**src/rtl/nested_irq_pkg.sv**
```systemverilog
package nested_irq_pkg;

    localparam int          NUM_VEC          = 14;
    localparam int          TLI_VEC_UNUSED   = 0;
    localparam int          TOP_VEC          = 0;
    localparam int          TIMEBASE_VEC     = 1;
    localparam int          SPI_VEC          = 7;
    localparam int          ART_VEC          = 13;

    localparam logic [7:0]  PRIO_RESET       = 8'hff;
    localparam logic [1:0]  CODE_L0          = 2'b10;
    localparam logic [1:0]  CODE_L1          = 2'b01;
    localparam logic [1:0]  CODE_L2          = 2'b00;
    localparam logic [1:0]  CODE_L3          = 2'b11;
    localparam logic [3:0]  PRIO3_FIXED_HI   = 4'hf;

    localparam logic [15:0] RESET_VEC_ADDR   = 16'hfffe;
    localparam logic [15:0] TRAP_VEC_ADDR    = 16'hfffc;
    localparam logic [15:0] VEC0_ADDR        = 16'hfffa;

    // Vectors 0..6 always leave Halt; 7 and 13 depend on peripheral mode
    localparam logic [13:0] HALT_WAKE_ALWAYS = 14'h007f;

    // Register indices, byte address is four times the index
    localparam logic [7:0]  IDX_PRIO0        = 8'h24;
    localparam logic [7:0]  IDX_PRIO1        = 8'h25;
    localparam logic [7:0]  IDX_PRIO2        = 8'h26;
    localparam logic [7:0]  IDX_PRIO3        = 8'h27;
    localparam logic [7:0]  IDX_CPU_STATE    = 8'h29;
    localparam logic [7:0]  IDX_EVT_STATUS   = 8'h2a;
    localparam logic [7:0]  IDX_EVT_MASK     = 8'h2b;
    localparam logic [7:0]  IDX_CTRL         = 8'h2c;
    localparam int          ADDR_W           = 8;

    localparam int          CTRL_SPI_SLAVE   = 0;
    localparam int          CTRL_ART_EXT     = 1;
    localparam int          CTRL_ACT_HALT    = 2;
    localparam int          CTRL_W           = 3;
    localparam logic [2:0]  CTRL_RESET       = 3'h0;

    localparam int          EVT_TAKEN        = 0;
    localparam int          EVT_WAKE         = 1;
    localparam int          EVT_REFUSED      = 2;
    localparam int          EVT_W            = 3;
    localparam logic [2:0]  EVT_RESET        = 3'h0;

    localparam logic [1:0]  RESP_OKAY        = 2'b00;
    localparam logic [1:0]  RESP_SLVERR      = 2'b10;

    typedef enum logic [3:0] {
        MODE_RUN      = 4'b0001,
        MODE_HALT     = 4'b0010,
        MODE_ACT_HALT = 4'b0100,
        MODE_WAIT     = 4'b1000
    } power_mode_t;

    typedef enum logic [2:0] {
        OP_HALT         = 3'h0,
        OP_IRQ_RETURN   = 3'h1,
        OP_POP_FLAGS    = 3'h2,
        OP_ENABLE_IRQ   = 3'h3,
        OP_DISABLE_IRQ  = 3'h4,
        OP_SW_TRAP      = 3'h5,
        OP_WAIT_FOR_IRQ = 3'h6,
        OP_OTHER        = 3'h7
    } cpu_op_t;

    typedef struct packed {
        logic       valid;
        cpu_op_t    op;
        logic [1:0] pop_level;
    } cpu_instr_t;

    typedef struct packed {
        logic spi_slave;
        logic art_ext_clk;
    } wake_cfg_t;

    function automatic logic [1:0] level_rank(input logic [1:0] code);
        case (code)
            CODE_L0: level_rank = 2'd0;
            CODE_L1: level_rank = 2'd1;
            CODE_L2: level_rank = 2'd2;
            default: level_rank = 2'd3;
        endcase
    endfunction

    function automatic logic [15:0] vec_addr(input logic [3:0] num);
        vec_addr = 16'(VEC0_ADDR - {11'h0, num, 1'b0});
    endfunction

    function automatic logic [ADDR_W-1:0] reg_addr(input logic [7:0] idx);
        reg_addr = {idx[ADDR_W-3:0], 2'b00};
    endfunction

endpackage

```
**src/rtl/irq_arbiter.sv**
```systemverilog
`timescale 1ns/1ps
module irq_arbiter #(
    parameter int NUM_VEC = 14
) (
    input  wire logic [NUM_VEC-1:0]   pending_i,
    input  wire logic [2*NUM_VEC-1:0] prio_i,
    input  wire logic [1:0]           cpu_rank_i,
    output logic                      win_valid_o,
    output logic [3:0]                win_num_o,
    output logic [1:0]                win_rank_o
);
    import nested_irq_pkg::*;

    // Winner number is four bits wide
    if (NUM_VEC < 2 || NUM_VEC > 16) begin : g_bad_num_vec
        $error("irq_arbiter: NUM_VEC out of range");
    end

    logic [1:0] rank;

    // Downward scan with >= leaves the lowest number on equal levels
    always_comb begin
        win_valid_o = 1'b0;
        win_num_o   = 4'h0;
        win_rank_o  = 2'd0;
        rank        = 2'd0;
        for (int i = NUM_VEC - 1; i >= 1; i--) begin
            rank = level_rank(prio_i[2*i +: 2]);
            if (pending_i[i] && rank > cpu_rank_i &&
                (!win_valid_o || rank >= win_rank_o)) begin
                win_valid_o = 1'b1;
                win_num_o   = 4'(i);
                win_rank_o  = rank;
            end
        end
        // Top vector ignores its stored pair and passes the masked level
        if (pending_i[TOP_VEC]) begin
            win_valid_o = 1'b1;
            win_num_o   = 4'h0;
            win_rank_o  = 2'd3;
        end
    end

endmodule // irq_arbiter

```
**src/rtl/nested_irq_priority_ctrl.sv**
```systemverilog
// Implementation choices: the placing of the registers and the AXI4-Lite interface to the registers.
`timescale 1ns/1ps
module nested_irq_priority_ctrl #(
    parameter int NUM_VEC       = 14,
    parameter bit FLASH_VARIANT = 1'b1
) (
    input  wire logic                       clk_i,
    input  wire logic                       rst_b_i,
    input  wire logic                       ce_i,
    input  wire logic [7:0]                 s_axi_awaddr_i,
    input  wire logic                       s_axi_awvalid_i,
    output logic                            s_axi_awready_o,
    input  wire logic [31:0]                s_axi_wdata_i,
    input  wire logic [3:0]                 s_axi_wstrb_i,
    input  wire logic                       s_axi_wvalid_i,
    output logic                            s_axi_wready_o,
    output logic [1:0]                      s_axi_bresp_o,
    output logic                            s_axi_bvalid_o,
    input  wire logic                       s_axi_bready_i,
    input  wire logic [7:0]                 s_axi_araddr_i,
    input  wire logic                       s_axi_arvalid_i,
    output logic                            s_axi_arready_o,
    output logic [31:0]                     s_axi_rdata_o,
    output logic [1:0]                      s_axi_rresp_o,
    output logic                            s_axi_rvalid_o,
    input  wire logic                       s_axi_rready_i,
    input  wire logic [13:0]                irq_pending_i,
    input  wire nested_irq_pkg::cpu_instr_t instr_i,
    input  wire logic                       take_i,
    output logic                            irq_req_o,
    output logic [3:0]                      vec_num_o,
    output logic [15:0]                     vec_addr_o,
    output logic [1:0]                      cpu_level_o,
    output logic                            branch_if_masked_o,
    output logic                            branch_if_unmasked_o,
    output nested_irq_pkg::power_mode_t     power_mode_o,
    output logic                            wake_o,
    output logic                            irq_o
);
    import nested_irq_pkg::*;

    // Register map is laid out for exactly fourteen vectors
    if (NUM_VEC != 14) begin : g_bad_num_vec
        $error("nested_irq_priority_ctrl: NUM_VEC must be 14");
    end

    // Register state
    logic [27:0]       prio;
    logic [27:0]       next_prio;
    logic [CTRL_W-1:0] ctrl;
    logic [EVT_W-1:0]  evt_status;
    logic [EVT_W-1:0]  evt_mask;
    logic [1:0]        cpu_level;
    logic [1:0]        next_cpu_level;
    power_mode_t       mode;
    power_mode_t       next_mode;

    // Bus state
    logic [7:0]        aw_addr;
    logic              aw_full;
    logic [7:0]        w_data;
    logic              w_lane0;
    logic              w_full;

    // Decoding
    logic              aw_hs;
    logic              w_hs;
    logic              ar_hs;
    logic              wr_fire;
    logic [2:0]        wr_prio_idx;
    logic              wr_prio;
    logic              wr_known;
    logic              wr_refused;
    logic [31:0]       rd_mux;
    logic              rd_known;
    logic              win_valid;
    logic [3:0]        win_num;
    logic [1:0]        win_rank;
    logic              take;
    logic              instr_fire;
    logic              wake;
    logic [EVT_W-1:0]  evt_set;
    logic [EVT_W-1:0]  evt_clr;
    wake_cfg_t         wake_cfg;

    assign aw_hs   = s_axi_awvalid_i & s_axi_awready_o;
    assign w_hs    = s_axi_wvalid_i & s_axi_wready_o;
    assign ar_hs   = s_axi_arvalid_i & s_axi_arready_o;
    assign wr_fire = ce_i & aw_full & w_full & ~s_axi_bvalid_o;

    assign s_axi_awready_o = ce_i & ~aw_full;
    assign s_axi_wready_o  = ce_i & ~w_full;
    assign s_axi_arready_o = ce_i & ~s_axi_rvalid_o;

    assign wr_prio_idx = (aw_addr == reg_addr(IDX_PRIO0)) ? 3'd0 :
                         (aw_addr == reg_addr(IDX_PRIO1)) ? 3'd1 :
                         (aw_addr == reg_addr(IDX_PRIO2)) ? 3'd2 :
                         (aw_addr == reg_addr(IDX_PRIO3)) ? 3'd3 : 3'd4;
    assign wr_prio  = ~wr_prio_idx[2];
    assign wr_known = wr_prio
                    | (aw_addr == reg_addr(IDX_CPU_STATE))
                    | (aw_addr == reg_addr(IDX_EVT_STATUS))
                    | (aw_addr == reg_addr(IDX_EVT_MASK))
                    | (aw_addr == reg_addr(IDX_CTRL));

    // Pair merge: a level-0 code leaves the old pair in place
    always_comb begin
        next_prio  = prio;
        wr_refused = 1'b0;
        for (int p = 0; p < 4; p++) begin
            if (wr_fire && wr_prio && w_lane0 &&
                (wr_prio_idx[1:0] != 2'd3 || p < 2)) begin
                if (w_data[2*p +: 2] == CODE_L0) begin
                    wr_refused = 1'b1;
                end else begin
                    next_prio[8*wr_prio_idx[1:0] + 2*p +: 2] = w_data[2*p +: 2];
                end
            end
        end
    end

    always_ff @(posedge clk_i) begin
        if (!rst_b_i) begin
            prio <= {PRIO_RESET[3:0], PRIO_RESET, PRIO_RESET, PRIO_RESET};
        end else if (ce_i) begin
            prio <= next_prio;
        end
    end

    assign rd_mux =
        (s_axi_araddr_i == reg_addr(IDX_PRIO0))      ? {24'h0, prio[7:0]}   :
        (s_axi_araddr_i == reg_addr(IDX_PRIO1))      ? {24'h0, prio[15:8]}  :
        (s_axi_araddr_i == reg_addr(IDX_PRIO2))      ? {24'h0, prio[23:16]} :
        (s_axi_araddr_i == reg_addr(IDX_PRIO3))      ? {24'h0, PRIO3_FIXED_HI,
                                                        prio[27:24]} :
        (s_axi_araddr_i == reg_addr(IDX_CPU_STATE))  ? {26'h0, mode, cpu_level} :
        (s_axi_araddr_i == reg_addr(IDX_EVT_STATUS)) ? {29'h0, evt_status} :
        (s_axi_araddr_i == reg_addr(IDX_EVT_MASK))   ? {29'h0, evt_mask}   :
        (s_axi_araddr_i == reg_addr(IDX_CTRL))       ? {29'h0, ctrl}       : 32'h0;
    assign rd_known = (s_axi_araddr_i == reg_addr(IDX_PRIO0))
                    | (s_axi_araddr_i == reg_addr(IDX_PRIO1))
                    | (s_axi_araddr_i == reg_addr(IDX_PRIO2))
                    | (s_axi_araddr_i == reg_addr(IDX_PRIO3))
                    | (s_axi_araddr_i == reg_addr(IDX_CPU_STATE))
                    | (s_axi_araddr_i == reg_addr(IDX_EVT_STATUS))
                    | (s_axi_araddr_i == reg_addr(IDX_EVT_MASK))
                    | (s_axi_araddr_i == reg_addr(IDX_CTRL));

    always_ff @(posedge clk_i) begin
        if (!rst_b_i) begin
            aw_addr <= 8'h0;
            aw_full <= 1'b0;
            w_data  <= 8'h0;
            w_lane0 <= 1'b0;
            w_full  <= 1'b0;
        end else if (ce_i) begin
            if (aw_hs) begin
                aw_addr <= s_axi_awaddr_i;
                aw_full <= 1'b1;
            end else if (wr_fire) begin
                aw_full <= 1'b0;
            end
            if (w_hs) begin
                w_data  <= s_axi_wdata_i[7:0];
                w_lane0 <= s_axi_wstrb_i[0];
                w_full  <= 1'b1;
            end else if (wr_fire) begin
                w_full  <= 1'b0;
            end
        end
    end

    always_ff @(posedge clk_i) begin
        if (!rst_b_i) begin
            s_axi_bvalid_o <= 1'b0;
            s_axi_bresp_o  <= RESP_OKAY;
            s_axi_rvalid_o <= 1'b0;
            s_axi_rresp_o  <= RESP_OKAY;
            s_axi_rdata_o  <= 32'h0;
        end else if (ce_i) begin
            if (wr_fire) begin
                s_axi_bvalid_o <= 1'b1;
                s_axi_bresp_o  <= wr_known ? RESP_OKAY : RESP_SLVERR;
            end else if (s_axi_bready_i) begin
                s_axi_bvalid_o <= 1'b0;
            end
            if (ar_hs) begin
                s_axi_rvalid_o <= 1'b1;
                s_axi_rresp_o  <= rd_known ? RESP_OKAY : RESP_SLVERR;
                s_axi_rdata_o  <= rd_mux;
            end else if (s_axi_rready_i) begin
                s_axi_rvalid_o <= 1'b0;
            end
        end
    end

    // Control, event status and mask; a set in the clearing cycle survives
    assign evt_set[EVT_TAKEN]   = take | (instr_fire && instr_i.op == OP_SW_TRAP);
    assign evt_set[EVT_WAKE]    = wake;
    assign evt_set[EVT_REFUSED] = wr_refused;
    assign evt_clr = (wr_fire && w_lane0 && aw_addr == reg_addr(IDX_EVT_STATUS)) ?
                     w_data[EVT_W-1:0] : '0;

    always_ff @(posedge clk_i) begin
        if (!rst_b_i) begin
            ctrl       <= CTRL_RESET;
            evt_status <= EVT_RESET;
            evt_mask   <= EVT_RESET;
        end else if (ce_i) begin
            evt_status <= (evt_status & ~evt_clr) | evt_set;
            if (wr_fire && w_lane0 && aw_addr == reg_addr(IDX_CTRL)) begin
                ctrl <= w_data[CTRL_W-1:0];
            end
            if (wr_fire && w_lane0 && aw_addr == reg_addr(IDX_EVT_MASK)) begin
                evt_mask <= w_data[EVT_W-1:0];
            end
        end
    end

    assign irq_o = |(evt_status & evt_mask);

    irq_arbiter #(
        .NUM_VEC     (NUM_VEC)
    ) u_arbiter (
        .pending_i   (irq_pending_i),
        .prio_i      (prio),
        .cpu_rank_i  (level_rank(cpu_level)),
        .win_valid_o (win_valid),
        .win_num_o   (win_num),
        .win_rank_o  (win_rank)
    );

    assign wake_cfg.spi_slave   = ctrl[CTRL_SPI_SLAVE];
    assign wake_cfg.art_ext_clk = ctrl[CTRL_ART_EXT];

    wake_filter #(
        .FLASH_VARIANT (FLASH_VARIANT)
    ) u_wake (
        .mode_i        (mode),
        .pending_i     (irq_pending_i),
        .cfg_i         (wake_cfg),
        .wake_o        (wake)
    );

    // Requests go to the sequencer only while it runs or waits
    assign irq_req_o  = ce_i & win_valid & (mode == MODE_RUN || mode == MODE_WAIT);
    assign take       = irq_req_o & take_i;
    assign instr_fire = ce_i & instr_i.valid;

    // A taken vector outranks an instruction in the same cycle
    always_comb begin
        next_cpu_level = cpu_level;
        next_mode      = mode;
        if (instr_fire) begin
            case (instr_i.op)
                OP_HALT: begin
                    next_cpu_level = CODE_L0;
                    next_mode = ctrl[CTRL_ACT_HALT] ? MODE_ACT_HALT : MODE_HALT;
                end
                OP_WAIT_FOR_IRQ: begin
                    next_cpu_level = CODE_L0;
                    next_mode      = MODE_WAIT;
                end
                OP_ENABLE_IRQ:  next_cpu_level = CODE_L0;
                OP_DISABLE_IRQ: next_cpu_level = CODE_L3;
                OP_SW_TRAP:     next_cpu_level = CODE_L3;
                OP_IRQ_RETURN:  next_cpu_level = instr_i.pop_level;
                OP_POP_FLAGS:   next_cpu_level = instr_i.pop_level;
                default:        next_cpu_level = cpu_level;
            endcase
        end
        if (wake) begin
            next_mode = MODE_RUN;
        end
        if (take) begin
            next_mode      = MODE_RUN;
            next_cpu_level = (win_num == 4'h0) ? CODE_L3 : prio[2*win_num +: 2];
        end
    end

    always_ff @(posedge clk_i) begin
        if (!rst_b_i) begin
            cpu_level  <= CODE_L3;
            mode       <= MODE_RUN;
            vec_num_o  <= 4'h0;
            vec_addr_o <= RESET_VEC_ADDR;
        end else if (ce_i) begin
            cpu_level <= next_cpu_level;
            mode      <= next_mode;
            if (take) begin
                vec_num_o  <= win_num;
                vec_addr_o <= vec_addr(win_num);
            end else if (instr_fire && instr_i.op == OP_SW_TRAP) begin
                vec_addr_o <= TRAP_VEC_ADDR;
            end
        end
    end

    assign cpu_level_o          = cpu_level;
    assign power_mode_o         = mode;
    assign wake_o               = wake;
    assign branch_if_masked_o   = (cpu_level == CODE_L3);
    assign branch_if_unmasked_o = (cpu_level != CODE_L3);
endmodule // nested_irq_priority_ctrl

```
**src/rtl/wake_filter.sv**
```systemverilog
`timescale 1ns/1ps
module wake_filter #(
    parameter bit FLASH_VARIANT = 1'b1
) (
    input  wire nested_irq_pkg::power_mode_t mode_i,
    input  wire logic [13:0]                 pending_i,
    input  wire nested_irq_pkg::wake_cfg_t   cfg_i,
    output logic                             wake_o
);
    import nested_irq_pkg::*;

    logic [13:0] halt_mask;
    logic [13:0] act_mask;

    assign halt_mask = HALT_WAKE_ALWAYS
                     | (14'(cfg_i.spi_slave) << SPI_VEC)
                     | (14'(cfg_i.art_ext_clk) << ART_VEC);
    assign act_mask  = FLASH_VARIANT ? (14'h1 << TIMEBASE_VEC) : halt_mask;
    assign wake_o    = (mode_i == MODE_HALT)     ? |(pending_i & halt_mask) :
                       (mode_i == MODE_ACT_HALT) ? |(pending_i & act_mask)  : 1'b0;

endmodule // wake_filter
```
**config.mk**
```make
export PLATFORM = sky130hd
export DESIGN_NAME = nested_irq_priority_ctrl
export DESIGN_NICKNAME = d
export VERILOG_FILES = /design/src/rtl/nested_irq_pkg.sv /design/src/rtl/irq_arbiter.sv /design/src/rtl/nested_irq_priority_ctrl.sv /design/src/rtl/wake_filter.sv
export SDC_FILE = /design/constraint.sdc
export NUM_CORES = 1
export LEC_CHECK = 0
export BUFFER_PORTS_ARGS = -buffer_cell sky130_fd_sc_hd__buf_2
export CORE_MARGIN = 4
export CORE_UTILIZATION = 56
export DETAILED_ROUTE_END_ITERATION = 6
export GPL_TIMING_DRIVEN = 0
export PLACE_DENSITY = 0.82
export RECOVER_POWER = 25
export SYNTH_ARGS = -nofsm -noshare
export SYNTH_HDL_FRONTEND = slang
export SYNTH_SLANG_ARGS = --single-unit
export TNS_END_PERCENT = 10
```
**constraint.sdc**
```tcl
create_clock -name clk_i -period 23.8 [get_ports clk_i]
set_input_delay 3.57 -clock clk_i [delete_from_list [all_inputs] [get_ports clk_i]]
set_output_delay 3.57 -clock clk_i [all_outputs]
set_load 0.01 [all_outputs]
```
---- Yosys cells after proc, flatten, opt, wreduce, memory -nomap -nowiden ----
Cells that the tools add are included.
storage, ports and cells
  register bits after elaboration ......... 120
  logic and storage cells ................. 368
operators by class
  add/sub/neg operators ................... 8
  $lt $le $gt $ge ......................... 25
  eq/ne operators ......................... 61
  shift operators ......................... 9
  multiplexer cells ....................... 109
  bitwise gates (word level) .............. 36
  reduce and logical (&&, ||, !) cells .... 102
operator list
  operator                 count
  $mux 28                  8
  $shift 2x34->28 const A  4
  $shiftx 2x34->28         4
  $eq 8x8->1 const B       16
  $bwmux 28                4
  $neg 6->34               3
  $pmux 2 s3               15
  $mux 4                   17
  $eq 2x2->1 const B       19
  $mux 2                   17
  $neg 5->34               1
  $logic_and 1x1->1        33
  $mux 16                  2
  $mux 8                   4
  $mux 1                   31
  $eq 2x1->1 const B       14
  $logic_not 2->1          14
  $shiftx 28x6->2          1
  $mux 3                   9
  $gt 2x2->1               13
  $ge 2x2->1               12
  $reduce_and 2->1         12
  $and 14x14->14           1
  $or 8x14->14             1
  30 further kinds         95

---- Logic depth before layout (Yosys ltp) ----
Gate-level depths: netlist of run 1.
  depth after elaboration ................. 59
  mapped depth ............................ 90
  gate-level depth less buffers ........... 88

---- Modules after synthesis ----
Synthesis of run 1 repeated with hierarchy kept, for this count alone.
unflattened totals
  cells, all modules ...................... 886
  area total of the unflattened synthesis .. 7,184.4 µm²
by module, submodules not included
  module                    times used  cells an instance  area an instance (µm²)  seq. area each (µm²)
  nested_irq_priority_ctrl  1           562                4,673.2                 1,661.6
  irq_arbiter               1           318                2,457.4                 0.0
  wake_filter               1           6                  53.8                    0.0

---- Worst setup path before layout of run 1 ----
Ideal clock, no wire load.
  path kind ............................... input -> register
  start point ............................. input irq_pending_i[13]
  end point ............................... register cpu_level[1] (netlist: cpu_level_o[1])
  data arrival time ....................... 17.594 ns
  data required time ...................... 23.663 ns
  path slack .............................. 6.069 ns
  cell stages on the path ................. 84
  buffers on the path ..................... 2
  cell sequence ........................... o211ai_2 nor2_1 ha_1 nand2b_1 a21oi_1 o21ai_0 o21a_1 inv_1 ha_1 nand2b_1 a21oi_4 a21boi_0 o221ai_1 and2_1 ha_1 nand2b_1 a21oi_1 o31a_1 [... 48 more ...] nand2b_1 a21oi_1 a21oi_2 inv_1 nor2_1 a21o_1 ha_1 nand2b_1 a21oi_1 a21oi_1 nor2_1 o211a_1 and4_1 clkbuf_1 nor2_1 o31a_1 a222oi_1 a41oi_1
between the ends
  word-level cells in the longest chain between the ends .. 56
RTL lines
  item                                                                 RTL line                         text
  start: declaration                                                   nested_irq_priority_ctrl.sv:27   input wire logic [13:0] irq_pending_i,
  $logic_and 1x1->1 (*)                                                irq_arbiter.sv:29                if (pending_i[i] && rank > cpu_rank_i &&
  parallel branches: the longest is 55 deep, another holds $ge 2x2->1  --
  end signal: assignment                                               nested_irq_priority_ctrl.sv:288  cpu_level <= next_cpu_level;
  end: declaration                                                     nested_irq_priority_ctrl.sv:53   logic [1:0] cpu_level;
Every way passes the cells marked *.
A chain may end at the register's enable or synchronous reset.

---- Worst setup path after layout of run 1 ----
Same ends and word-level chain as after synthesis.

==> summary.md, run 1 <==
| Metric | Value |
|---|---|
| Result of the run | `completed` |
| Setup repair after global routing missed its margin | `no` |
| Area leader, netlist | `sky130_fd_sc_hd__dfxtp_1` |
| Number of CTS-inserted buffers | `9` |
| DRT antenna net count | `0` |
| Worst slew margin relative to its limit | `36.07%` |
| Total via count after detailed routing | `6,797` |
| Final Setup Violations | `0` |
| Largest cells by area after synthesis | `sky130_fd_sc_hd__dfxtp_1, sky130_fd_sc_hd__ha_1, sky130_fd_sc_hd__nand2_1` |
| Via count of the first global-routing pass | `6,324` |
| Synth Area in XOR/XNOR | `0.6281%` |
| Register bit total from synthesis | `83` |
| Count of flip-flops with a built-in enable after synthesis | `0` |
| Fraction of the yosys area taken by sequential cells | `23.83%` |
| Placer congestion estimate | `1.001` |
| Detailed-route wire length | `18,720 um` |
| Compound-cell area share of the yosys netlist | `23.22%` |
| Number of instances in the synthesized netlist | `879` |
| Most common cell after layout, fill and taps aside | `sky130_fd_sc_hd__nand2_1` |
| Mux cell area share after synthesis | `3.230%` |
| Antenna violations before repair | `0` |
| Shortest period the worst path allows | `19,710 ps` |
| Insertion delay to the later sink of the worst-skew pair | `330 ps` |
| Clock Skews | `6.853 ps` |
| Core region area | `0.01211 sq mm` |
| Post-detailed-route wirelength per cell | `15.88 um` |
| Syn Area/Cell | `7.931 sq um` |
| Placed cell count | `1,164` |
| Number of antenna cells inserted | `0` |
| Worst IR drop on VDD | `56.61 uV` |
| Top FF cell, synth | `sky130_fd_sc_hd__dfxtp_1` |
| Synth Area in Adders | `14.86%` |
| Count of nets after finishing | `1,170` |
| Congestion Overflow GR | `0` |
| Clock tree sinks | `83` |
| Remaining routing DRC violations | `0` |
| Ratio of final minimum period to clock period | `82.81%` |
| Maximum number of pins on one net before global-route repair | `14` |
| Simple logic cell fraction of the synthesized area | `26.35%` |
| Kind of critical path | `in -> reg` |
| Required time at the worst-slack endpoint | `23,990 ps` |
| Maximum clock rate | `50.74 MHz` |
| Area added between synthesis and finish | `14.38%` |
| Final-report hold violation count | `0` |
| Area share of the leading cell type in the synthesized netlist | `23.83%` |
| Most used cells in the layout excluding fill and tap cells | `sky130_fd_sc_hd__nand2_1, sky130_fd_sc_hd__dfxtp_1, sky130_fd_sc_hd__ha_1` |
| Worst setup timing slack at the placement stage | `3948 ps` |
| TritonRoute pass-1 iters | `5` |
| Iter 0 DRT Violations | `478` |
| Leakage power | `3.709 nW` |
| Clock-pin slew of the registers on the worst-case setup and hold paths | `60 ps` |
| Wire length of the first global-routing pass | `30,440 um` |
| Clock tree from TritonCTS | `built` |
| Port Buffers | `82` |
| Yosys Warn Count | `0` |
| Async SR Flop Fraction | `0%` |
| Critical path fanouts, max | `10` |
| Max cap viols | `0` |
| Height of the die | `119.6 um` |
| Share of post-route cells with drive strength above 1 | `15.23%` |
| Cell with the largest stage delay on the worst path | `sky130_fd_sc_hd__o31ai_1` |
| Synthesized area | `0.006972 sq mm` |
| Path class of the lowest-slack min-delay path | `reg -> reg` |
| Routed vias/inst | `5.765` |
| Worst stage delay on the critical path | `570 ps` |
| Post-synthesis cell type count | `88` |
| Startpoint type of the worst setup path | `primary input` |
| Global router's overall resource usage | `25.73%` |
| Pins Over Slew Limit | `0` |
| Number of buffers added to fix hold violations after cts | `0` |
| Total number of H-tree levels | `3` |
| Actual slew at the worst max-slew pin | `950.2 ps` |
| Total setup buffers inserted after CTS | `0` |
| Arrival time at the worst endpoint | `19,900 ps` |
| Final standard cell count with taps included and fillers excluded | `1,179` |
| Final worst-path setup slack | `4091 ps` |
| Number of core rows | `40` |
| Die area | `0.01430 sq mm` |
| Largest family of logic cells by synthesized area | `simple AND/OR/NAND/NOR gates` |
| Power density over cell area | `106.3 mW/mm^2` |
| Starting utilization of the core area | `57.56%` |
| Clock buffer depth | `2` |
| Count of instances resized after the clock tree is built | `0` |
| Die width | `119.6 um` |
| Sum of negative setup slack | `0 ps` |
| Hpwl dp | `14,920 um` |
| I/O Pins | `153` |
| Root Buffer | `sky130_fd_sc_hd__clkbuf_16` |
| Crit end category | `flop` |
## logic make-up (layout without fill, tap and decap cells)
| logic type | after synthesis | after routing |
|---|---|---|
| buffers and inverters | 105 | 202 |
| other | 2 | 37 |
| muxes | 19 | 19 |
| xor gates and xnor gates | 5 | 5 |
| DFF | 83 | 83 |
| AOI/OAI and AO/OA | 207 | 207 |
| adders and majority gates | 83 | 83 |
| and+or+nand+nor | 375 | 375 |
## synth_stat cells (3+ instances only)
cell / n
sky130_fd_sc_hd__inv_1: 39
sky130_fd_sc_hd__and2_1: 3
sky130_fd_sc_hd__o31ai_1: 3
sky130_fd_sc_hd__o31a_1: 3
sky130_fd_sc_hd__a22oi_1: 14
sky130_fd_sc_hd__clkbuf_1: 26
sky130_fd_sc_hd__a21oi_2: 3
sky130_fd_sc_hd__o21a_1: 7
sky130_fd_sc_hd__o211a_1: 8
sky130_fd_sc_hd__buf_4: 37
sky130_fd_sc_hd__mux2_2: 8
sky130_fd_sc_hd__nor3b_1: 6
sky130_fd_sc_hd__nor3_1: 18
sky130_fd_sc_hd__ha_1: 82
sky130_fd_sc_hd__nor2_1: 56
sky130_fd_sc_hd__o221ai_1: 5
sky130_fd_sc_hd__nand2b_1: 16
sky130_fd_sc_hd__a31oi_1: 14
sky130_fd_sc_hd__dfxtp_1: 83
sky130_fd_sc_hd__nand2_1: 137
sky130_fd_sc_hd__nor2b_1: 34
sky130_fd_sc_hd__a21oi_1: 30
sky130_fd_sc_hd__nor4_1: 3
sky130_fd_sc_hd__o211ai_1: 13
sky130_fd_sc_hd__nand3_1: 54
sky130_fd_sc_hd__o22ai_1: 7
sky130_fd_sc_hd__mux2i_1: 9
sky130_fd_sc_hd__or2_2: 6
sky130_fd_sc_hd__a21boi_0: 25
sky130_fd_sc_hd__and3_1: 3
sky130_fd_sc_hd__o21ai_0: 24
sky130_fd_sc_hd__nand4_1: 16
sky130_fd_sc_hd__o311ai_0: 5
sky130_fd_sc_hd__a21o_1: 8
sky130_fd_sc_hd__xnor2_1: 3
sky130_fd_sc_hd__a211o_1: 3
## stage by stage
step	utilization, %	hold slack, ps	total power, mW	area, sq um
2_1_floorplan	-	435.4	0.5956	7103
3_3_place_gp	63.77	425.4	0.6970	7724
3_5_place_dp	63.77	439.8	0.7113	7724
4_1_cts	66.12	453.3	0.8460	8008
5_1_grt	65.84	463.7	0.9259	7974
6_report	65.84	461.7	0.8477	7974
## final timing paths
kind	endpoint	slack, ps	cells past startpoint	startpoint
min reg2reg	aw_addr[0]	460	2	aw_addr[0]
min	aw_addr[0]	460	2	aw_addr[0]
max	cpu_level_o[1]	4090	85	irq_pending_i[13]
max reg2reg	cpu_level_o[1]	5600	89	cpu_level_o[1]
## metal layers
layer,up-vias,share of wire [%],GRT usage [%]
met1,3134,44,33.95
met4,0,2.3,8.733
met2,272,47,43.33
met3,42,7.2,3.487
met5,-,0,0
li1,3349,-,-
## state kept, by name, indices dropped and copies added (netlist names)
register,flops
w_data,8
vec_num_o,4
aw_full,1
w_lane0,1
s_axi_bvalid_o,1
s_axi_rdata_o,8
s_axi_rvalid_o,1
vec_addr_o,5
s_axi_rresp_o,1
prio,28
ctrl,3
power_mode_o,4
aw_addr,8
evt_mask,3
evt_status,3
cpu_level_o,2
w_full,1
s_axi_bresp_o,1
## where the power goes
| group | total, mW | internal, mW | leakage [nW] | switching (mW) |
|---|---|---|---|---|
| registers | 0.154 | 0.147 | 0.675 | 0.00693 |
| clock network | 0.135 | 0.0809 | 0.136 | 0.0537 |
| logic | 0.559 | 0.237 | 2.90 | 0.322 |
| total | 0.848 | 0.465 | 3.71 | 0.382 |
## critical path, delay by kind of cell
| kind | cells | cell delay [ps] |
|---|---|---|
| AO/OA/AOI/OAI | 35 | 7070 |
| buffers and inverters | 7 | 1060 |
| AND/OR/NAND/NOR | 28 | 4010 |
| adder cells (fa/ha/maj) | 13 | 3450 |
| multiplexers | 2 | 700 |
## cell type report
| type | count | area [sq um] |
|---|---|---|
| clock inverters | 4 | 51.30 |
| multi-input cells | 726 | 4900 |
| repair buffers | 82 | 376.6 |
| fillers | 1084 | 4138 |
| plain buffers | 66 | 395.4 |
| well taps | 168 | 210.2 |
| inverters | 39 | 146.4 |
| clock buffers | 11 | 232.7 |
| flip-flops and latches | 83 | 1662 |
(Power assumes the default switching activity.)
==> run 2: changes to the inputs <==
Settings changed: ABC_AREA set to 1.
Clock period 23.8 ns to 18.9 ns, I/O delays scaled along.
==> run 2 against run 1 <==
Net effect: worst setup slack got worse by 1100 ps; die area fell by 2.4%; sequential cell count did not move; sequential power rose by 21%; clock power rose by 19%; register-to-register slack got worse by 1500 ps; power fell by 28%; critical path type unchanged; largest cell class unchanged.
==> summary.md, run 2 <==
| Metric | Value |
|---|---|
| Routed vias/inst | `5.414 (-6.1%)` |
| Final Setup Violations | `0 (unchanged)` |
| Wire length of the first global-routing pass | `30,460 um (about the same)` |
| Hpwl dp | `15,260 um (+2.3%)` |
| Hold path startpoint | `vec_addr_o[5]` |
| Max cap viols | `0 (unchanged)` |
| Most common cell after layout, fill and taps aside | `sky130_fd_sc_hd__nand2_1` |
| Height of the die | `118.1 um (-1.2%)` |
| DRT antenna net count | `0 (unchanged)` |
| Synthesized area | `0.006793 sq mm (-2.6%)` |
| Count of cells along the worst register-to-register path | `100 (+12%)` |
| Power Internal | `0.3648 mW (-22%)` |
| Total via count after detailed routing | `7,022 (+3.3%)` |
| Cell with the largest stage delay on the worst path | `sky130_fd_sc_hd__or3_1` |
| Count of filler cells inserted in the layout | `1,129 (+4.2%)` |
| Number of core rows | `39 (-2.5%)` |
| Register bit total from synthesis | `83 (unchanged)` |
| Area leader, netlist | `sky130_fd_sc_hd__dfxtp_1` |
| Clock buffer depth | `2 (unchanged)` |
| I/O Pins | `153 (unchanged)` |
| Count of instances resized after the clock tree is built | `0 (unchanged)` |
| Async SR Flop Fraction | `0% (unchanged)` |
| Overall power | `0.6118 mW (-28%)` |
| Required time at the worst-slack endpoint | `19,130 ps (-4860 ps)` |
| Result of the run | `completed` |
| Ranking of synthesized cells by instance count | `sky130_fd_sc_hd__nand2_1, sky130_fd_sc_hd__inv_1, sky130_fd_sc_hd__nor2_1` |
| Leakage power | `4.085 nW (+10%)` |
| Final core occ | `66.67% (+0.83 points)` |
| Worst-case register-to-register setup slack | `4070 ps (-1530 ps)` |
| Total number of H-tree levels | `3 (unchanged)` |
| Total setup buffers inserted after CTS | `0 (unchanged)` |
| Remaining routing DRC violations | `0 (unchanged)` |
| Maximum number of pins on one net before global-route repair | `15 (+1)` |
| Clock Skews | `8.128 ps (+1.275 ps)` |
| Number of antenna cells inserted | `0 (unchanged)` |
| Via count of the first global-routing pass | `6,316 (-0.13%)` |
| Power density over cell area | `78.69 mW/mm^2 (-26%)` |
| Number of CTS-inserted buffers | `9 (unchanged)` |
| Hold path depth | `2 (unchanged)` |
| Count of flip-flops with a built-in enable after synthesis | `0 (unchanged)` |
| End of the worst register-to-register path | `cpu_level_o[1]` |
| Most used cells in the layout excluding fill and tap cells | `sky130_fd_sc_hd__nand2_1, sky130_fd_sc_hd__inv_1, sky130_fd_sc_hd__nor2_1` |
| Kind of critical path | `in -> reg` |
| Area share of the leading cell type in the synthesized netlist | `24.46% (+0.63 points)` |
| Count of nets after finishing | `1,313 (+12%)` |
| Largest cells by area after synthesis | `sky130_fd_sc_hd__dfxtp_1, sky130_fd_sc_hd__ha_1, sky130_fd_sc_hd__nand2_1` |
| Number of instances in the synthesized netlist | `1,016 (+16%)` |
| Sum of negative setup slack | `0 ps (unchanged)` |
| Die width | `118.1 um (-1.2%)` |
| Fraction of the yosys area taken by sequential cells | `24.46% (+0.63 points)` |
| Post-detailed-route wirelength per cell | `14.53 um (-8.5%)` |
| Clock tree from TritonCTS | `built` |
| Post-synthesis cell type count | `43 (-51%)` |
| Root Buffer | `sky130_fd_sc_hd__clkbuf_16` |
| Arrival time at the worst endpoint | `16,170 ps (-3730 ps)` |
| Clock-pin slew of the registers on the worst-case setup and hold paths | `60 ps (about the same)` |
| Setup repair after global routing missed its margin | `no` |
| Multi-input gate area in the final layout | `0.004354 sq mm (-11%)` |
| Number of buffers added to fix hold violations after cts | `0 (unchanged)` |
| Startpoint type of the worst setup path | `primary input` |
| Clock tree sinks | `83 (unchanged)` |
| Detailed-route wire length | `18,840 um (+0.66%)` |
| R2r startpoint | `cpu_level_o[1]` |
| Clk network pwr share | `26.4% (+11 points)` |
| Final-report hold violation count | `0 (unchanged)` |
| Register share of total power | `30.5% (+12 points)` |
| Net switching power | `0.2471 mW (-35%)` |
| Path class of the lowest-slack min-delay path | `reg -> reg` |
| Yosys Warn Count | `0 (unchanged)` |
| Critical path fanouts, max | `8 (-2)` |
| Antenna violations before repair | `0 (unchanged)` |
| Placed Instance Area | `0.007543 sq mm (-2.3%)` |
| Syn Area/Cell | `6.686 sq um (-16%)` |
| Area added between synthesis and finish | `14.46% (about the same)` |
| Maximum clock rate | `62.73 MHz` |
| Die area | `0.01396 sq mm (-2.4%)` |
| Worst slew margin relative to its limit | `56.48% (+20 points)` |
| Share of post-route cells with drive strength above 1 | `13.60% (-1.6 points)` |
| Shortest period the worst path allows | `15,940 ps` |
| Placer congestion estimate | `0.9794 (-2.1%)` |
| Portion of total power attributed to combinational logic | `43.1% (-23 points)` |
| Actual slew at the worst max-slew pin | `652.8 ps (-297.4 ps)` |
| Global router's overall resource usage | `26.21% (+0.48 points)` |
| Most frequent cell after synthesis | `sky130_fd_sc_hd__nand2_1` |
| Capture endpoint of the worst hold path | `vec_addr_o[5]` |
| Port Buffers | `88 (+7.3%)` |
| Max FFs per register | `28 (unchanged)` |
| Congestion Overflow GR | `0 (unchanged)` |
| Register Area | `0.001662 sq mm (unchanged)` |
| Ratio of final minimum period to clock period | `84.35%` |
| Crit end category | `flop` |
| Starting utilization of the core area | `58.24% (+0.68 points)` |
| Most Frequent Cell on Critical Path | `sky130_fd_sc_hd__nand2_1` |
| Core region area | `0.01166 sq mm (-3.7%)` |
| Worst IR drop on VDD | `60.08 uV (+6.1%)` |
| Top FF cell, synth | `sky130_fd_sc_hd__dfxtp_1` |
| Post-route standard cell area excluding fillers | `0.007775 sq mm (-2.5%)` |
| Worst stage delay on the critical path | `390 ps (-180 ps)` |
| Iter 0 DRT Violations | `491 (+2.7%)` |
| Pins Over Slew Limit | `0 (unchanged)` |
| Insertion delay to the later sink of the worst-skew pair | `340 ps (about the same)` |
| Sw Share | `40.38% (-4.7 points)` |
| TritonRoute pass-1 iters | `5 (unchanged)` |
| Largest register by flop count | `prio` |
## run 2: worst max-delay path by stage
stage	end	cells after the start	start	slack, ps
after detailed placement	cpu_level_o[1]	98	irq_pending_i[13]	2780
after global routing	cpu_level_o[1]	101	irq_pending_i[13]	1510
after global placement	cpu_level_o[1]	101	irq_pending_i[13]	2970
after CTS	cpu_level_o[1]	98	irq_pending_i[13]	3070
after floorplan	cpu_level_o[1]	96	irq_pending_i[13]	4520
final	cpu_level_o[1]	98	irq_pending_i[13]	2960
## run 2: per-layer routing
layer / routed length, um / up-vias / track usage [%]
li1: - / 3587 / -
met1: 8511 / 3161 / 35.33
met2: 8737 / 243 / 43.37
met3: 1226 / 31 / 4.489
met4: 367 / 0 / 7.253
met5: 0 / - / 0
## run 2: area by class of cell
cell class / instances / area share [%]
buffer: 51 / 4.345
clock buffer: 10 / 2.945
clock inverter: 5 / 0.4989
inverter: 152 / 7.338
multi-input combinational: 765 / 56.00
sequential: 83 / 21.37
tap: 143 / 2.301
timing repair buffer: 88 / 5.198
## run 2: logic make-up after synthesis
logic type | share of synthesized area, %
other | 0.1106
buffers and inverters | 13.37
AND/OR/NAND/NOR | 29.10
AO/OA/AOI/OAI | 17.85
adder cells (fa/ha/maj) | 15.10
flip-flops | 24.46
## run 2: metrics by stage
stage / instances / hold slack (ps) / setup slack [ps]
finish: 1297 / 443.5 / 2958
global route: 1297 / 482.0 / 1510
CTS: 1297 / 443.0 / 3071
detailed placement: 1282 / 428.8 / 2777
global placement: 1282 / 423.8 / 2972
floorplan: 1051 / 430.3 / 4519
## run 2: power by group through the flow
stage	sequential (mW)	combinational [mW]	clock, mW
2_1_floorplan	0.191	0.200	0
3_3_place_gp	0.190	0.254	0
3_5_place_dp	0.190	0.261	0
4_1_cts	0.186	0.262	0.163
5_1_grt	0.187	0.301	0.170
6_report	0.186	0.264	0.161
## run 2: worst max-delay path, delay by kind of cell
family          cells  cell delay, ps
buf+inv            11             750
simple gates       50            5790
compound gates     25            3380
fa+ha+maj          12            3390
==> run 3: changes to the inputs <==
Settings changed: ABC_AREA 1 to 0, CORE_UTILIZATION 56 to 51, PLACE_DENSITY 0.82 to 0.79.
Clock period 18.9 ns to 13 ns, I/O delays scaled along.
==> run 3 against run 2 <==
Net effect: the run now ends with negative setup slack left; sequential cell count stayed put; worst hold slack gained 14 ps; worst setup slack got worse by 5200 ps; count of clock-buffer cells in the layout fell by 1; wire length up 10%; clock power rose by 73%; via count is 0.73% higher; sequential share of layout area down 2.8 points; critical endpoint unchanged; largest cell class unchanged.
==> summary.md, run 3 (synthesis gave the netlist of run 1 again) <==
| Metric | Value |
|---|---|
| Result of the run | `finished, violations left` |
| Violated checks | `negative setup slack` |
| Largest delay contributor family on the critical path | `compound AO/OA/AOI/OAI gates` |
| Max cap viols | `0 (unchanged)` |
| Maximum number of pins on one net before global-route repair | `16 (+1)` |
| Insertion delay to the later sink of the worst-skew pair | `350 ps (about the same)` |
| Height of the die | `124.9 um (+5.7%)` |
| Arrival time at the worst endpoint | `15,490 ps (-680 ps)` |
| Maximum clock rate | `65.40 MHz` |
| Antenna violations before repair | `0 (unchanged)` |
| Portion of total power attributed to combinational logic | `73.5% (+30 points)` |
| Register share of total power | `13.3% (-17 points)` |
| Die width | `124.9 um (+5.7%)` |
| Port Buffers | `82 (-6.8%)` |
| Actual slew at the worst max-slew pin | `1169 ps (+515.9 ps)` |
| Final Setup Violations | `10 (+10)` |
| Count of filler cells inserted in the layout | `1,112 (-1.5%)` |
| Clock buffer depth | `2 (unchanged)` |
| Clock-pin slew of the registers on the worst-case setup and hold paths | `60 ps (about the same)` |
| TritonRoute pass-1 iters | `7 (+2)` |
| Most common cell after layout, fill and taps aside | `sky130_fd_sc_hd__nand2_1` |
| Net switching power | `0.9081 mW (+270%)` |
| Iter 0 DRT Violations | `573 (+17%)` |
| Worst IR drop on VDD | `111.0 uV (+85%)` |
| Sw Share | `42.82% (+2.4 points)` |
| Leakage power | `4.128 nW (+1.1%)` |
| Largest register by flop count | `prio` |
| Total number of H-tree levels | `3 (unchanged)` |
| Global router's overall resource usage | `24.95% (-1.3 points)` |
| Setup repair after global routing missed its margin | `yes` |
| Sum of negative setup slack | `-19,300 ps (-19,300 ps)` |
| Required time at the worst-slack endpoint | `13,200 ps (-5930 ps)` |
| Path class of the lowest-slack min-delay path | `reg -> reg` |
| Number of buffer and inverter stages on the critical path | `6 (-5)` |
| I/O Pins | `153 (unchanged)` |
| Final-report hold violation count | `0 (unchanged)` |
| Starting utilization of the core area | `52.44% (-5.8 points)` |
| Max FFs per register | `28 (unchanged)` |
| Wire length of the first global-routing pass | `32,760 um (+7.5%)` |
| DRT antenna net count | `0 (unchanged)` |
| Clock tree sinks | `83 (unchanged)` |
| Total via count after detailed routing | `7,073 (+0.73%)` |
| Post-detailed-route wirelength per cell | `16.68 um (+15%)` |
| Via count of the first global-routing pass | `6,719 (+6.4%)` |
| Final worst-path setup slack | `-2290 ps (-5249 ps)` |
| Worst slew margin relative to its limit | `21.36% (-35 points)` |
| Root Buffer | `sky130_fd_sc_hd__clkbuf_16` |
| Shortest period the worst path allows | `15,290 ps` |
| Routed vias/inst | `5.695 (+5.2%)` |
| Clock Skews | `5.978 ps (-2.150 ps)` |
| Count of nets after finishing | `1,224 (-6.8%)` |
| Clk network pwr share | `13.1% (-13 points)` |
| Number of antenna cells inserted | `0 (unchanged)` |
| Ratio of final minimum period to clock period | `117.6%` |
| Congestion Overflow GR | `0 (unchanged)` |
| Kind of critical path | `in -> reg` |
| Clock tree from TritonCTS | `built` |
| Final standard cell count with taps included and fillers excluded | `1,242 (-4.2%)` |
| Area added between synthesis and finish | `28.02%` |
| Startpoint type of the worst setup path | `primary input` |
| Share of post-route cells with drive strength above 1 | `25.70% (+12 points)` |
| Crit end category | `flop` |
| Number of CTS-inserted buffers | `9 (unchanged)` |
| Placed Instance Area | `0.007993 sq mm (+6.0%)` |
| Worst stage delay on the critical path | `350 ps (-40 ps)` |
| Core region area | `0.01330 sq mm (+14%)` |
| Power Internal | `1.213 mW (+230%)` |
| Die area | `0.01561 sq mm (+12%)` |
| Cell with the largest stage delay on the worst path | `sky130_fd_sc_hd__a222oi_1` |
| Post-route standard cell area excluding fillers | `0.008925 sq mm (+15%)` |
| Number of buffers added to fix hold violations after cts | `0 (unchanged)` |
| Placed cell count | `1,172 (-8.6%)` |
| Remaining routing DRC violations | `0 (unchanged)` |
| Pins Over Slew Limit | `0 (unchanged)` |
| Most used cells in the layout excluding fill and tap cells | `sky130_fd_sc_hd__nand2_1, sky130_fd_sc_hd__buf_4, sky130_fd_sc_hd__dfxtp_1` |
| Number of core rows | `42 (+7.7%)` |
| Critical path fanouts, max | `6 (-2)` |
| Detailed-route wire length | `20,720 um (+10%)` |
| Placer congestion estimate | `0.9091 (-7.2%)` |
| Hpwl dp | `14,920 um (-2.2%)` |
| Power density over cell area | `237.6 mW/mm^2 (+200%)` |
run 3: cell count changes in the layout (fill, tap and decap cells not counted), sizes merged, moves of 15 or more:
cell and delta:
a21boi +25, a21oi -50, a22oi +15, buf +54, inv -110, nand2 -98, nand2b +16, nand3 -19
nor2 -31, nor2b +36, o21ai -41
run 3: worst paths after layout:
check                     from             end  slack, ps  depth (start not counted)
min reg2reg       vec_num_o[1]    vec_num_o[1]        460                          2
min               vec_num_o[1]    vec_num_o[1]        460                          2
max reg2reg     cpu_level_o[1]  cpu_level_o[1]      -2130                         85
max          irq_pending_i[13]  cpu_level_o[1]      -2290                         81
run 3: worst min-delay path, stage by stage, from the launching register on:
cell and delay (ps):
sky130_fd_sc_hd__dfxtp_1 310, sky130_fd_sc_hd__nand2_1 50, sky130_fd_sc_hd__a21boi_1 50
run 3: final cells by class:
class                           count  area, sq um  share of cell area [%]
Inverter                           39        150.1                   1.682
Tap cell                          176        220.2                   2.467
Clock buffer                        9        225.2                   2.523
Multi-Input combinational cell    726         5361                   60.07
Timing Repair Buffer              137        809.5                   9.071
Buffer                             65        400.4                   4.486
Sequential cell                    83         1662                   18.62
Clock inverter                      7        96.34                   1.079
run 3: power groups by stage:
stage               clock network (mW)  registers [mW]  logic (mW)
finish                           0.279           0.282        1.56
global route                     0.293           0.285        1.70
CTS                              0.280           0.282        1.39
detailed placement                   0           0.287        1.15
global placement                     0           0.287        1.14
floorplan                            0           0.290       0.946
run 3: through the flow:
stage | hold slack [ps] | utilization (%) | setup WS [ps] | total power, mW
after floorplan | 435.4 | - | -2001 | 1.235
after global placement | 449.0 | 60.12 | -3292 | 1.422
after detailed placement | 451.1 | 60.12 | -3447 | 1.441
after CTS | 464.0 | 65.82 | -2030 | 1.956
after global routing | 486.6 | 67.13 | -2993 | 2.273
final | 457.6 | 67.13 | -2290 | 2.121
run 3: what timing repair did:
item / 4_1_cts / 5_1_grt
endpoints found under the setup margin: 10 / 10
buffers inserted: 39 / 16
gates cloned: 0 / 0
pin swaps: 43 / 45
gates resized for setup: 30 / 20
run 3: layer usage:
layer  track usage [%]  wire length, um  vias to the layer above
met5                 0                0                        -
met4             6.569              529                        0
met3             5.446             1605                       65
met2             42.37             9970                      287
met1             32.20             8614                     3271
li1                  -                -                     3450
